==> src/hdl/e1sa_pkg.sv <==
// ****************************************************************
// constants and carriers for the multiframe Si/A/Sa register bank
// ****************************************************************
package e1sa_pkg;

    // register offsets on the parallel port
    localparam logic [7:0] E1SA_RX_SPARE5_OFS  = 8'hCC;
    localparam logic [7:0] E1SA_RX_SPARE6_OFS  = 8'hCD;
    localparam logic [7:0] E1SA_RX_SPARE7_OFS  = 8'hCE;
    localparam logic [7:0] E1SA_RX_SPARE8_OFS  = 8'hCF;
    localparam logic [7:0] E1SA_TX_SI_AL_OFS   = 8'hD2;
    localparam logic [7:0] E1SA_TX_SI_NAL_OFS  = 8'hD3;
    localparam logic [7:0] E1SA_TX_RA_OFS      = 8'hD4;
    localparam logic [7:0] E1SA_TX_SPARE4_OFS  = 8'hD5;
    localparam logic [7:0] E1SA_TX_SPARE5_OFS  = 8'hD6;
    localparam logic [7:0] E1SA_TX_SPARE6_OFS  = 8'hD7;
    localparam logic [7:0] E1SA_TX_SPARE7_OFS  = 8'hD8;
    localparam logic [7:0] E1SA_TX_SPARE8_OFS  = 8'hD9;
    localparam logic [7:0] E1SA_TX_CTRL_OFS    = 8'hDA;

    // every register clears to this value
    localparam logic [7:0] E1SA_REG_RESET      = 8'h00;
    // unmapped reads return this value
    localparam logic [7:0] E1SA_READ_NONE      = 8'h00;

    // insertion-control field positions; bits 4..0 pick Sa4..Sa8
    localparam int unsigned E1SA_CTRL_SA_MSB   = 4;
    localparam int unsigned E1SA_CTRL_RA_BIT   = 5;
    localparam int unsigned E1SA_CTRL_INSERT_INTL_NONALIGN_ENABLE    = 6;
    localparam int unsigned E1SA_CTRL_INSERT_INTL_ALIGN_ENABLE     = 7;

    // overhead bits of one frame; sa[4] is Sa4 down to sa[0] is Sa8
    typedef struct packed {
        logic       si;
        logic       a;
        logic [4:0] sa;
    } e1sa_ovh_type;

    // one multiframe worth of transmit data; sa[4] is Sa4 .. sa[0] Sa8
    typedef struct packed {
        logic [7:0]      si_align;
        logic [7:0]      si_nonalign;
        logic [7:0]      ra;
        logic [4:0][7:0] sa;
    } e1sa_txset_type;

    // bit slot of a frame: frames 0/1 sit in bit 7, frames 14/15 in bit 0
    function automatic logic [2:0] e1sa_frame_bit(input logic [3:0] frame);
        return 3'h7 - frame[3:1];
    endfunction

endpackage

==> src/hdl/e1sa_regs.sv <==
`timescale 1ns/10ps
// Notes on behaviour
// - receive Sa5-Sa8 odd frames, frame1 in bit7
// - align Si register: frame0 bit7, frame14 bit0
// - nonalign Si register: frame1 bit7, frame15 bit0
// - remote-alarm register: odd frames, frame1 bit7
// - transmit Sa4-Sa8 registers: frame1 bit7 down
// - control bits 0..4 insert Sa8..Sa4
// - control bit 5 inserts remote alarm
// - control bit 6 inserts nonalign Si
// - control bit 7 inserts align Si
// - receive registers update on receive multiframe flag
// - transmit registers sampled on transmit multiframe flag
// - transmit MSB is first bit sent
// - receive MSB is first bit received
module e1sa_regs (
    input  wire logic                   clk_i,
    input  wire logic                   reset_i,
    input  wire logic                   ce_i,
    input  wire logic [7:0]             addr_i,
    input  wire logic                   wr_i,
    input  wire logic                   rd_i,
    input  wire logic [7:0]             wdata_i,
    output logic [7:0]                  rdata_o,
    input  wire logic                   rx_multiframe_flag_i,
    input  wire logic                   rx_odd_strobe_i,
    input  wire logic [3:0]             rx_frame_i,
    input  wire logic [3:0]             rx_sa_i,
    input  wire logic                   tx_multiframe_flag_i,
    input  wire logic                   tx_frame_strobe_i,
    input  wire logic [3:0]             tx_frame_i,
    input  wire e1sa_pkg::e1sa_ovh_type tx_src_i,
    output e1sa_pkg::e1sa_ovh_type      tx_ovh_o,
    output logic                        tx_ovh_valid_o
);
    // ************************************************************
    // storage
    // ************************************************************
    logic [3:0][7:0]          rx_acc_q;   // bits gathered so far; [3]=Sa5 .. [0]=Sa8
    logic [3:0][7:0]          rx_acc_d;   // gathered bits including this cycle
    logic [3:0][7:0]          rx_q;       // host-visible captures
    e1sa_pkg::e1sa_txset_type tx_regs_q;  // host-written transmit registers
    e1sa_pkg::e1sa_txset_type txset_q;    // copy in use for this multiframe
    logic [7:0]               ctrl_q;     // insertion control
    e1sa_pkg::e1sa_ovh_type   ovh_d;      // next overhead bits
    logic [7:0]               rdata_d;    // read mux
    logic                     mapped;     // address hits a register
    logic [2:0]               rx_slot;    // bit slot of current rx frame

    // ************************************************************
    // receive capture
    // ************************************************************

    // place each odd-frame Sa bit at its slot, earliest in the MSB
    always_comb begin
        rx_slot  = e1sa_pkg::e1sa_frame_bit(rx_frame_i);
        rx_acc_d = rx_acc_q;
        if (rx_odd_strobe_i && rx_frame_i[0]) begin
            for (int i = 0; i <= 3; i++) begin
                rx_acc_d[i][rx_slot] = rx_sa_i[i];
            end
        end
    end

    // gatherer; even-frame strobes are ignored
    always_ff @(posedge clk_i) begin
        if (reset_i) begin
            rx_acc_q <= '0;
        end else if (ce_i) begin
            rx_acc_q <= rx_acc_d;
        end
    end

    // copy at the flag; a bit in the same cycle still lands
    // host must read within one multiframe or the data is replaced
    always_ff @(posedge clk_i) begin
        if (reset_i) begin
            rx_q <= {4{e1sa_pkg::E1SA_REG_RESET}};
        end else if (ce_i && rx_multiframe_flag_i) begin
            rx_q <= rx_acc_d;
        end
    end

    // ************************************************************
    // host register port
    // ************************************************************

    // transmit registers and control; read-only offsets drop writes
    always_ff @(posedge clk_i) begin
        if (reset_i) begin
            tx_regs_q <= {8{e1sa_pkg::E1SA_REG_RESET}};
            ctrl_q    <= e1sa_pkg::E1SA_REG_RESET;
        end else if (ce_i && wr_i) begin
            unique case (addr_i)
                e1sa_pkg::E1SA_TX_SI_AL_OFS:  tx_regs_q.si_align    <= wdata_i;
                e1sa_pkg::E1SA_TX_SI_NAL_OFS: tx_regs_q.si_nonalign <= wdata_i;
                e1sa_pkg::E1SA_TX_RA_OFS:     tx_regs_q.ra          <= wdata_i;
                e1sa_pkg::E1SA_TX_CTRL_OFS:   ctrl_q                <= wdata_i;
                default: begin
                    // Sa4..Sa8 sit on consecutive offsets
                    if (addr_i >= e1sa_pkg::E1SA_TX_SPARE4_OFS &&
                        addr_i <= e1sa_pkg::E1SA_TX_SPARE8_OFS) begin
                        tx_regs_q.sa[3'(e1sa_pkg::E1SA_TX_SPARE8_OFS - addr_i)] <= wdata_i;
                    end
                end
            endcase
        end
    end

    // read decode
    always_comb begin
        mapped  = 1'b1;
        rdata_d = e1sa_pkg::E1SA_READ_NONE;
        unique case (addr_i)
            e1sa_pkg::E1SA_RX_SPARE5_OFS: rdata_d = rx_q[3];
            e1sa_pkg::E1SA_RX_SPARE6_OFS: rdata_d = rx_q[2];
            e1sa_pkg::E1SA_RX_SPARE7_OFS: rdata_d = rx_q[1];
            e1sa_pkg::E1SA_RX_SPARE8_OFS: rdata_d = rx_q[0];
            e1sa_pkg::E1SA_TX_SI_AL_OFS:  rdata_d = tx_regs_q.si_align;
            e1sa_pkg::E1SA_TX_SI_NAL_OFS: rdata_d = tx_regs_q.si_nonalign;
            e1sa_pkg::E1SA_TX_RA_OFS:     rdata_d = tx_regs_q.ra;
            e1sa_pkg::E1SA_TX_CTRL_OFS:   rdata_d = ctrl_q;
            default: begin
                if (addr_i >= e1sa_pkg::E1SA_TX_SPARE4_OFS &&
                    addr_i <= e1sa_pkg::E1SA_TX_SPARE8_OFS) begin
                    rdata_d = tx_regs_q.sa[3'(e1sa_pkg::E1SA_TX_SPARE8_OFS - addr_i)];
                end else begin
                    mapped = 1'b0;
                end
            end
        endcase
    end

    // read data registered; holds until the next read
    always_ff @(posedge clk_i) begin
        if (reset_i) begin
            rdata_o <= e1sa_pkg::E1SA_REG_RESET;
        end else if (ce_i && rd_i) begin
            rdata_o <= rdata_d;
        end
    end

    // ************************************************************
    // transmit insertion
    // ************************************************************

    // snapshot at the flag so a host write mid-multiframe cannot tear it
    always_ff @(posedge clk_i) begin
        if (reset_i) begin
            txset_q <= {8{e1sa_pkg::E1SA_REG_RESET}};
        end else if (ce_i && tx_multiframe_flag_i) begin
            txset_q <= tx_regs_q;
        end
    end

    e1sa_tx_insert u_insert (
        .set_i   (txset_q),
        .ctrl_i  (ctrl_q),
        .frame_i (tx_frame_i),
        .src_i   (tx_src_i),
        .ovh_o   (ovh_d)
    );

    // one registered result per frame strobe; MSB goes out first
    always_ff @(posedge clk_i) begin
        if (reset_i) begin
            tx_ovh_o       <= '0;
            tx_ovh_valid_o <= 1'b0;
        end else if (ce_i) begin
            tx_ovh_valid_o <= tx_frame_strobe_i;
            if (tx_frame_strobe_i) begin
                tx_ovh_o <= ovh_d;
            end
        end
    end

    // ************************************************************
    // checks
    // ************************************************************
    logic [2:0] tx_slot;  // slot of current tx frame
    logic       exp_si;   // expected Si for current tx frame
    assign tx_slot = e1sa_pkg::e1sa_frame_bit(tx_frame_i);
    assign exp_si  = tx_frame_i[0] ? txset_q.si_nonalign[tx_slot] : txset_q.si_align[tx_slot];

    chk_rx_capture: assert property (@(posedge clk_i) disable iff (reset_i)
        ce_i && rx_multiframe_flag_i && !rx_odd_strobe_i |=> rx_q == $past(rx_acc_q))
        else $error("rx capture does not match gathered bits");
    chk_rx_hold: assert property (@(posedge clk_i) disable iff (reset_i)
        !(ce_i && rx_multiframe_flag_i) |=> $stable(rx_q))
        else $error("rx capture changed without flag");
    chk_tx_sample: assert property (@(posedge clk_i) disable iff (reset_i)
        ce_i && tx_multiframe_flag_i |=> txset_q == $past(tx_regs_q))
        else $error("tx set not sampled at flag");
    chk_tx_hold: assert property (@(posedge clk_i) disable iff (reset_i)
        !(ce_i && tx_multiframe_flag_i) |=> $stable(txset_q))
        else $error("tx set changed between flags");
    chk_si_align: assert property (@(posedge clk_i) disable iff (reset_i)
        ce_i && tx_frame_strobe_i && !tx_frame_i[0] && ctrl_q[7]
        |=> tx_ovh_o.si == $past(exp_si))
        else $error("align Si not inserted");
    chk_si_nonalign: assert property (@(posedge clk_i) disable iff (reset_i)
        ce_i && tx_frame_strobe_i && tx_frame_i[0] && ctrl_q[6]
        |=> tx_ovh_o.si == $past(exp_si))
        else $error("nonalign Si not inserted");
    chk_ra_insert: assert property (@(posedge clk_i) disable iff (reset_i)
        ce_i && tx_frame_strobe_i && tx_frame_i[0] && ctrl_q[5] && tx_frame_i[3:1] == 3'h0
        |=> tx_ovh_o.a == $past(txset_q.ra[7]))
        else $error("frame 1 A bit not from register MSB");
    chk_pass_thru: assert property (@(posedge clk_i) disable iff (reset_i)
        ce_i && tx_frame_strobe_i && ctrl_q == 8'h00 |=> tx_ovh_o == $past(tx_src_i))
        else $error("disabled insertion altered overhead");
    chk_valid_pulse: assert property (@(posedge clk_i) disable iff (reset_i)
        ce_i |=> tx_ovh_valid_o == $past(tx_frame_strobe_i))
        else $error("overhead valid does not follow strobe");
    chk_read_none: assert property (@(posedge clk_i) disable iff (reset_i)
        ce_i && rd_i && !mapped |=> rdata_o == 8'h00)
        else $error("unmapped read not zero");
    // Sa4 is bit 4, the top bit of the Sa control field, so it checks only that end of the field's bit order
    chk_sa4_insert: assert property (@(posedge clk_i) disable iff (reset_i)
        ce_i && tx_frame_strobe_i && tx_frame_i[0] && ctrl_q[e1sa_pkg::E1SA_CTRL_SA_MSB]
        |=> tx_ovh_o.sa[4] == $past(txset_q.sa[4][tx_slot]))
        else $error("Sa4 not inserted");
    // align frames carry the sync word there, so A/Sa must never be touched
    chk_even_pass: assert property (@(posedge clk_i) disable iff (reset_i)
        ce_i && tx_frame_strobe_i && !tx_frame_i[0]
        |=> {tx_ovh_o.a, tx_ovh_o.sa} == $past({tx_src_i.a, tx_src_i.sa}))
        else $error("even frame A or Sa altered");
endmodule

==> src/hdl/e1sa_tx_insert.sv <==
`timescale 1ns/10ps
// ****************************************************************
// per-frame overhead insertion mux
// ****************************************************************
module e1sa_tx_insert (
    input  wire e1sa_pkg::e1sa_txset_type set_i,
    input  wire logic [7:0]               ctrl_i,
    input  wire logic [3:0]               frame_i,
    input  wire e1sa_pkg::e1sa_ovh_type   src_i,
    output e1sa_pkg::e1sa_ovh_type        ovh_o
);
    logic [2:0] slot;  // register bit for this frame

    // combinational; the caller registers the result
    always_comb begin
        slot  = e1sa_pkg::e1sa_frame_bit(frame_i);
        ovh_o = src_i;  // untouched positions keep the framer value
        if (!frame_i[0]) begin
            // align frames carry only Si; A/Sa slots hold the sync word
            if (ctrl_i[e1sa_pkg::E1SA_CTRL_INSERT_INTL_ALIGN_ENABLE]) begin
                ovh_o.si = set_i.si_align[slot];
            end
        end else begin
            if (ctrl_i[e1sa_pkg::E1SA_CTRL_INSERT_INTL_NONALIGN_ENABLE]) begin
                ovh_o.si = set_i.si_nonalign[slot];
            end
            if (ctrl_i[e1sa_pkg::E1SA_CTRL_RA_BIT]) begin
                ovh_o.a = set_i.ra[slot];
            end
            for (int i = 0; i <= int'(e1sa_pkg::E1SA_CTRL_SA_MSB); i++) begin
                if (ctrl_i[i]) begin
                    ovh_o.sa[i] = set_i.sa[i][slot];
                end
            end
        end
    end
endmodule

==> config.mk <==
export PLATFORM = sky130hd
export DESIGN_NAME = e1sa_regs
export DESIGN_NICKNAME = d
export VERILOG_FILES = /design/src/hdl/e1sa_pkg.sv /design/src/hdl/e1sa_regs.sv /design/src/hdl/e1sa_tx_insert.sv
export SDC_FILE = /design/constraint.sdc
export NUM_CORES = 1
export LEC_CHECK = 0
export BUFFER_PORTS_ARGS = -buffer_cell sky130_fd_sc_hd__clkbuf_2
export CORE_MARGIN = 3
export CORE_UTILIZATION = 35
export DETAILED_ROUTE_END_ITERATION = 7
export GPL_TIMING_DRIVEN = 0
export HOLD_SLACK_MARGIN = 0.06
export PLACE_DENSITY = 0.63
export SLEW_MARGIN = 20
export SYNTH_ARGS = -nofsm -noshare
export SYNTH_HDL_FRONTEND = slang
export SYNTH_SLANG_ARGS = --single-unit
==> constraint.sdc <==
create_clock -name clk_i -period 2.75 [get_ports clk_i]
set_input_delay 0.275 -clock clk_i [delete_from_list [all_inputs] [get_ports clk_i]]
set_output_delay 0.275 -clock clk_i [all_outputs]
set_load 0.005 [all_outputs]
-- After elaboration in Yosys (flattened, before gate mapping)
Index checks and enable logic that the tools add are counted.
- logic and storage cells: 104
- register bits: 216
- input port bits: 44
- output and inout port bits: 16
- bitwise gates (word level): 1
- mux-type cells: 40
- order comparisons: 7
- reductions and logical operators: 15
- eq/ne operators: 8
- $add $sub $neg: 3
- operators by type and width (cell ; count):
    8-bit equality test (second input constant) ; 8
    8-bit case mux with 8 select lines ; 1
    40-bit bitwise mux ; 1
    8-bit bitwise mux ; 4
    32-bit two-way mux ; 1
    1-bit binary-select mux with 3-bit select ; 8
    8-bit binary-select mux with 3-bit select ; 1
    8-bit demux with 3-bit select ; 1
    8-bit two-way mux ; 3
    1-bit two-way mux ; 18
    3-bit by 4-bit less-than comparator with 1-bit output (second input constant) ; 3
    2-bit AND reduction ; 5
    8-bit >= comparator (second input constant) ; 1
    8-bit <= comparator (second input constant) ; 1
    1-bit logical AND ; 8
    3-bit by 1-bit >= comparator with 1-bit output (second input constant) ; 2
    6-bit two-way mux ; 1
    3-bit subtractor (first input constant) ; 2
    4-bit OR reduction ; 1
    1-bit demux with 3-bit select ; 1
    3-bit AND reduction ; 1
    1-bit by 3-bit subtractor with 3-bit output (first input constant) ; 1
    1-bit inverter ; 1

-- Logic depth before layout (Yosys ltp)
- depth in word-level cells: 7
- gate-level depth with buffers: 10

-- Modules after synthesis
A second synthesis with hierarchy kept.
- cell total of the unflattened synthesis: 1107
- area total of the unflattened synthesis: 9783.1 µm²
- by module, submodules not included (module ; cells an instance ; instances ; area an instance (µm²)):
    e1sa_regs ; 1060 ; 1 ; 9196.3
    e1sa_tx_insert ; 47 ; 1 ; 586.8

-- Least setup slack after synthesis
Ideal clock, no wire load.
- path kind: input -> register
- start: in addr_i[1]
- end: reg rdata_o[0]
- arrival: 2.074 ns
- setup slack: 0.551 ns
- buffers on the path: 3
- required time: 2.625 ns
- stages: 10
- library setup time: 0.125 ns
- path through: clkbuf_2 buf_2 inv_1 ha_1 clkbuf_1 mux2_2 a22oi_1 o22ai_1 a22oi_1 o2bb2ai_1
- longest elaborated chain between the ends: 5
- elaborated cells on any way between the ends: 16
- ends and longest elaborated chain (what ; RTL line ; text):
    start: declaration ; e1sa_regs.sv:20 ; input wire logic [7:0] addr_i,
    1-bit by 3-bit subtractor with 3-bit output ; e1sa_regs.sv:126 ; rdata_d = tx_regs_q.sa[3'(e1sa_pkg::E1SA_TX_SPARE8_OFS - addr_i)];
    8-bit binary-select mux with 3-bit select ; e1sa_regs.sv:126 ;
    8-bit two-way mux (not written as such) ; e1sa_regs.sv:126 ;
    8-bit two-way mux ; e1sa_regs.sv:124 ; if (addr_i >= e1sa_pkg::E1SA_TX_SPARE4_OFS &&
    8-bit case mux with 8 select lines * ; e1sa_regs.sv:114 ; unique case (addr_i)
    end signal: assignment ; e1sa_regs.sv:137 ; rdata_o <= e1sa_pkg::E1SA_REG_RESET;
    end signal: assignment ; e1sa_regs.sv:139 ; rdata_o <= rdata_d;
    end: declaration ; e1sa_regs.sv:24 ; output logic [7:0] rdata_o,
Every way passes the cells marked *; elsewhere a longest branch is shown, timed or not. The select of a mux whose other input is x is not followed.
A chain may end at the register's enable or synchronous reset.

-- Final worst setup path
- start: in addr_i[1]
- end: reg rdata_o[2]
The elaborated chain is that of the path after synthesis.

==> results by stage <==
Clocking:
- The later pin in the worst-skew pair is clocked with a latency of 530 ps.
- The clock tree root driver cell is clkbuf_16.
- The clock-pin slew on the worst setup and hold paths is 60 ps.
- In this run the deepest clock path goes through 3 buffers.
- Counting the buffers created by CTS gives 24.
- Buffers inserted to repair hold after CTS numbered 0.
- TritonCTS built the clock tree.
- The number of resized instances in the post-cts repair step is 0.
- Post-CTS timing repair inserted 0 buffers for setup.
- In this run the number of H-tree levels came out at 1.
- The clock net in this run drives a total of 216 sinks.

Detailed routing:
- For this block, the routed nets add up to 29.0 mm of wire.
- The total length of routed met3 wires is 1.55 mm.
- In the final routed layout, each cell accounts on average for 19.2 um.
- In the final routing, the length of wire on met1 measures 13.3 mm.
- The detail route stage leaves a number of antenna-violating nets equal to 0.
- The routed layout has 8205 vias.
- The number of violations reported at the end of detailed-routing iteration 0 is 617.
- After detailed routing, the number of remaining DRC violations is 0.
- The pre-antenna-repair detailed-routing pass consisted of 5 iterations.
- The routed length on met2 is 13.3 mm.
- The via density per instance is 5.43.
- In this run the top signal layer used is met4.

Critical path:
- Of all nets on the critical path, the largest fanout is 10.
- The required time of the worst setup path is 3130 ps.
- The arrival time at the worst endpoint is 2830 ps.
- The startpoint kind of the worst setup timing path is an input port.
- The worst setup path is of the input port to flop kind.
- The nature of the critical path endpoint is a flop.

Final layout:
- The share of final-layout standard cells stronger than drive strength 1 is 12.7%.
- Leaving out fill and tap cells, the most frequent cell in the layout is dfxtp_1.
- From synthesis to final layout, the design area changed by 14.5%.
- Counting the fill cells in the layout gives 2754.
- After the last flow step, the layout net total stands at 1203.
- In the layout the commonest cells are dfxtp_1, nand2_1, a21oi_1, mux2i_1, nor2_1.
- The repair_antennas step left the layout with diodes totalling 0.

Yosys:
- Dividing the synthesized area by the synthesized cell count gives 8.92 um^2.
- The cell area that synthesis handed to floorplanning was 9660 um^2.
- The number of synthesis warnings is 0.
- The number of standard cells after synthesis is 1082.
- Counting flops and latches in the post-synthesis netlist gives 216.
- The sequential area share after synthesis is 44.8%.
- For this run, asynchronously set or reset flops after synthesis account for 0%.
- In this run, synthesis inferred 0 flip-flops with an integrated enable.
- The synthesized net count is 1129.
- The most frequently used flop master after synthesis is dfxtp_1.
- The post-synthesis cell type count is 51.

Run:
- Max-cap violations in this run came to 0.

Status:
- The flow ran to the end, and the final reports show no timing, DRC or antenna violations.

Timing:
- Setup repair after global routing left no endpoint under its margin.
- Summed over all failing endpoints, the final setup total negative slack is 0 ps.
- The number of failing hold endpoints at the final stage is 0.
- The largest clock skew in the final design is 22.9 ps.
- At the pin with the least slew margin, the transition time is 953 ps.
- The timing-limited maximum frequency is 409 MHz.
- The final critical-path required period is 2450 ps.
- Setup violations remaining at the end of the flow were counted as 0.
- Measured against its own limit, the worst slew margin works out to 36.5%.
- The final cycle utilization of the critical path is 88.9%.
- The number of pins exceeding their max-slew limit in the final report was 0.

GRT:
- The number of global-route vias before repair came to 7813.
- Entering global routing, the biggest net connects 13 pins.
- After global routing the overflow that remains totals 0.
- In the global route stage, overall resource usage came out at 19.4%.
- The global-route wire length before repair is 44.9 mm.
- The initial antenna violation count was 0.

Worst hold path:
- The min-delay analysis places its worst path in the category input port to flop.

Die:
- The placement row count is 60.
- The floorplan core area is 27000 um^2.
- The count of boundary I/O pins is 60.
- The die outline height is 172 um.
- The floorplan step defined a die boundary enclosing 29600 um^2.
- Measured along the x axis, the die boundary spans 172 um.
- The initial utilization of the core area, before any placement, comes to 35.7%.

Pwr:
- The total power per unit cell area is 607 nW/um^2.
- Across the VDD grid, the largest voltage drop is 0.406 mV.
- The analysis attributes to cell leakage a power of 3.90 nW.
- Power comes to 6.71 mW.

Placement:
- The HPWL after detailed placement is 21.3 mm.
- During placement, the flow inserted port buffers numbering 48.
- The routability-driven placement congestion ratio is 0.894.
[critical path, cell delays in order]
cell and delay, ps:
clkbuf_2 120, clkbuf_2 190, buf_2 320, inv_1 130, ha_1 330, clkbuf_1 400
mux2_2 390, a22oi_1 270, o22ai_1 130, a22oi_1 170, o2bb2ai_1 90
[cell type report]
type,instances,area (um^2),area share (%)
inverter,10,37.5,0.339
tap,341,427,3.86
clock inverter,4,31.3,0.283
buffer,94,394,3.56
multi-input combinational,762,4900,44.3
sequential,216,4320,39.1
timing repair buffer,48,240,2.17
clock buffer,36,706,6.38
[routing by layer]
metal,vias up,global-route usage [%]
li1,3952,-
met4,0,5.76
met2,258,31.7
met5,-,0
met1,3941,27.1
met3,54,2.56
[worst paths after layout]
kind | start | end | slack, ps | depth (start not counted)
worst max-delay path | addr_i[1] | rdata_o[2] | 300 | 11
worst min-delay path | tx_src_i[4] | tx_ovh_o[4] | 190 | 5
worst max register to register | txset_q[24] | tx_ovh_o[3] | 1100 | 5
worst min register to register | txset_q[53] | txset_q[53] | 450 | 2
[sequential cells by signal (all words and copies together), names as in the netlist]
signal          cells
tx_regs_q          64
rx_q               32
rdata_o             8
rx_acc_q           32
txset_q            64
tx_ovh_valid_o      1
tx_ovh_o            7
ctrl_q              8
[cells in the mapped netlist (all sizes together) (8+ instances only)]
master / instances / share of area (%)
nor2: 101 / 4.0
nand3: 37 / 1.9
a211oi: 33 / 2.6
mux2i: 102 / 11
nand2: 211 / 8.2
mux4: 24 / 5.6
mux2: 8 / 0.93
o22ai: 12 / 0.78
a22oi: 28 / 2.2
inv: 10 / 0.39
clkbuf: 66 / 2.6
buf: 28 / 1.5
a21oi: 128 / 6.6
nor3b: 10 / 0.95
dfxtp: 216 / 45
[where the power goes]
part / internal (mW) / total (mW) / switching [mW] / leakage (nW)
Combinational: 0.143 / 0.482 / 0.340 / 1.79
Sequential: 3.17 / 3.19 / 0.0191 / 1.75
Clock: 1.76 / 3.04 / 1.28 / 0.365
Total: 5.07 / 6.71 / 1.64 / 3.90
[kinds of logic (layout without fill, tap and decap cells)]
logic type / count (synthesis) / after routing / share of synthesized area [%]
AND/OR/NAND/NOR: 392 / 392 / 18.3
adder cells (fa/ha/maj): 3 / 3 / 0.389
flip-flops: 216 / 216 / 44.8
AO/OA/AOI/OAI: 233 / 233 / 15.0
multiplexers: 134 / 134 / 17.1
buffers and inverters: 104 / 192 / 4.47
[per-stage QoR]
step | hold slack [ps] | utilization [%] | worst slack (ps) | instance area (um^2) | std cells
2_1_floorplan | 432 | - | 551 | 9660 | 1082
3_3_place_gp | 440 | 38.2 | -169 | 10300 | 1471
3_5_place_dp | 443 | 38.2 | -164 | 10300 | 1471
4_1_cts | 175 | 40.9 | 354 | 11100 | 1511
5_1_grt | 203 | 40.9 | 131 | 11100 | 1511
6_report | 189 | 40.9 | 304 | 11100 | 1511
Note: power is estimated with default switching activity, not from simulation.
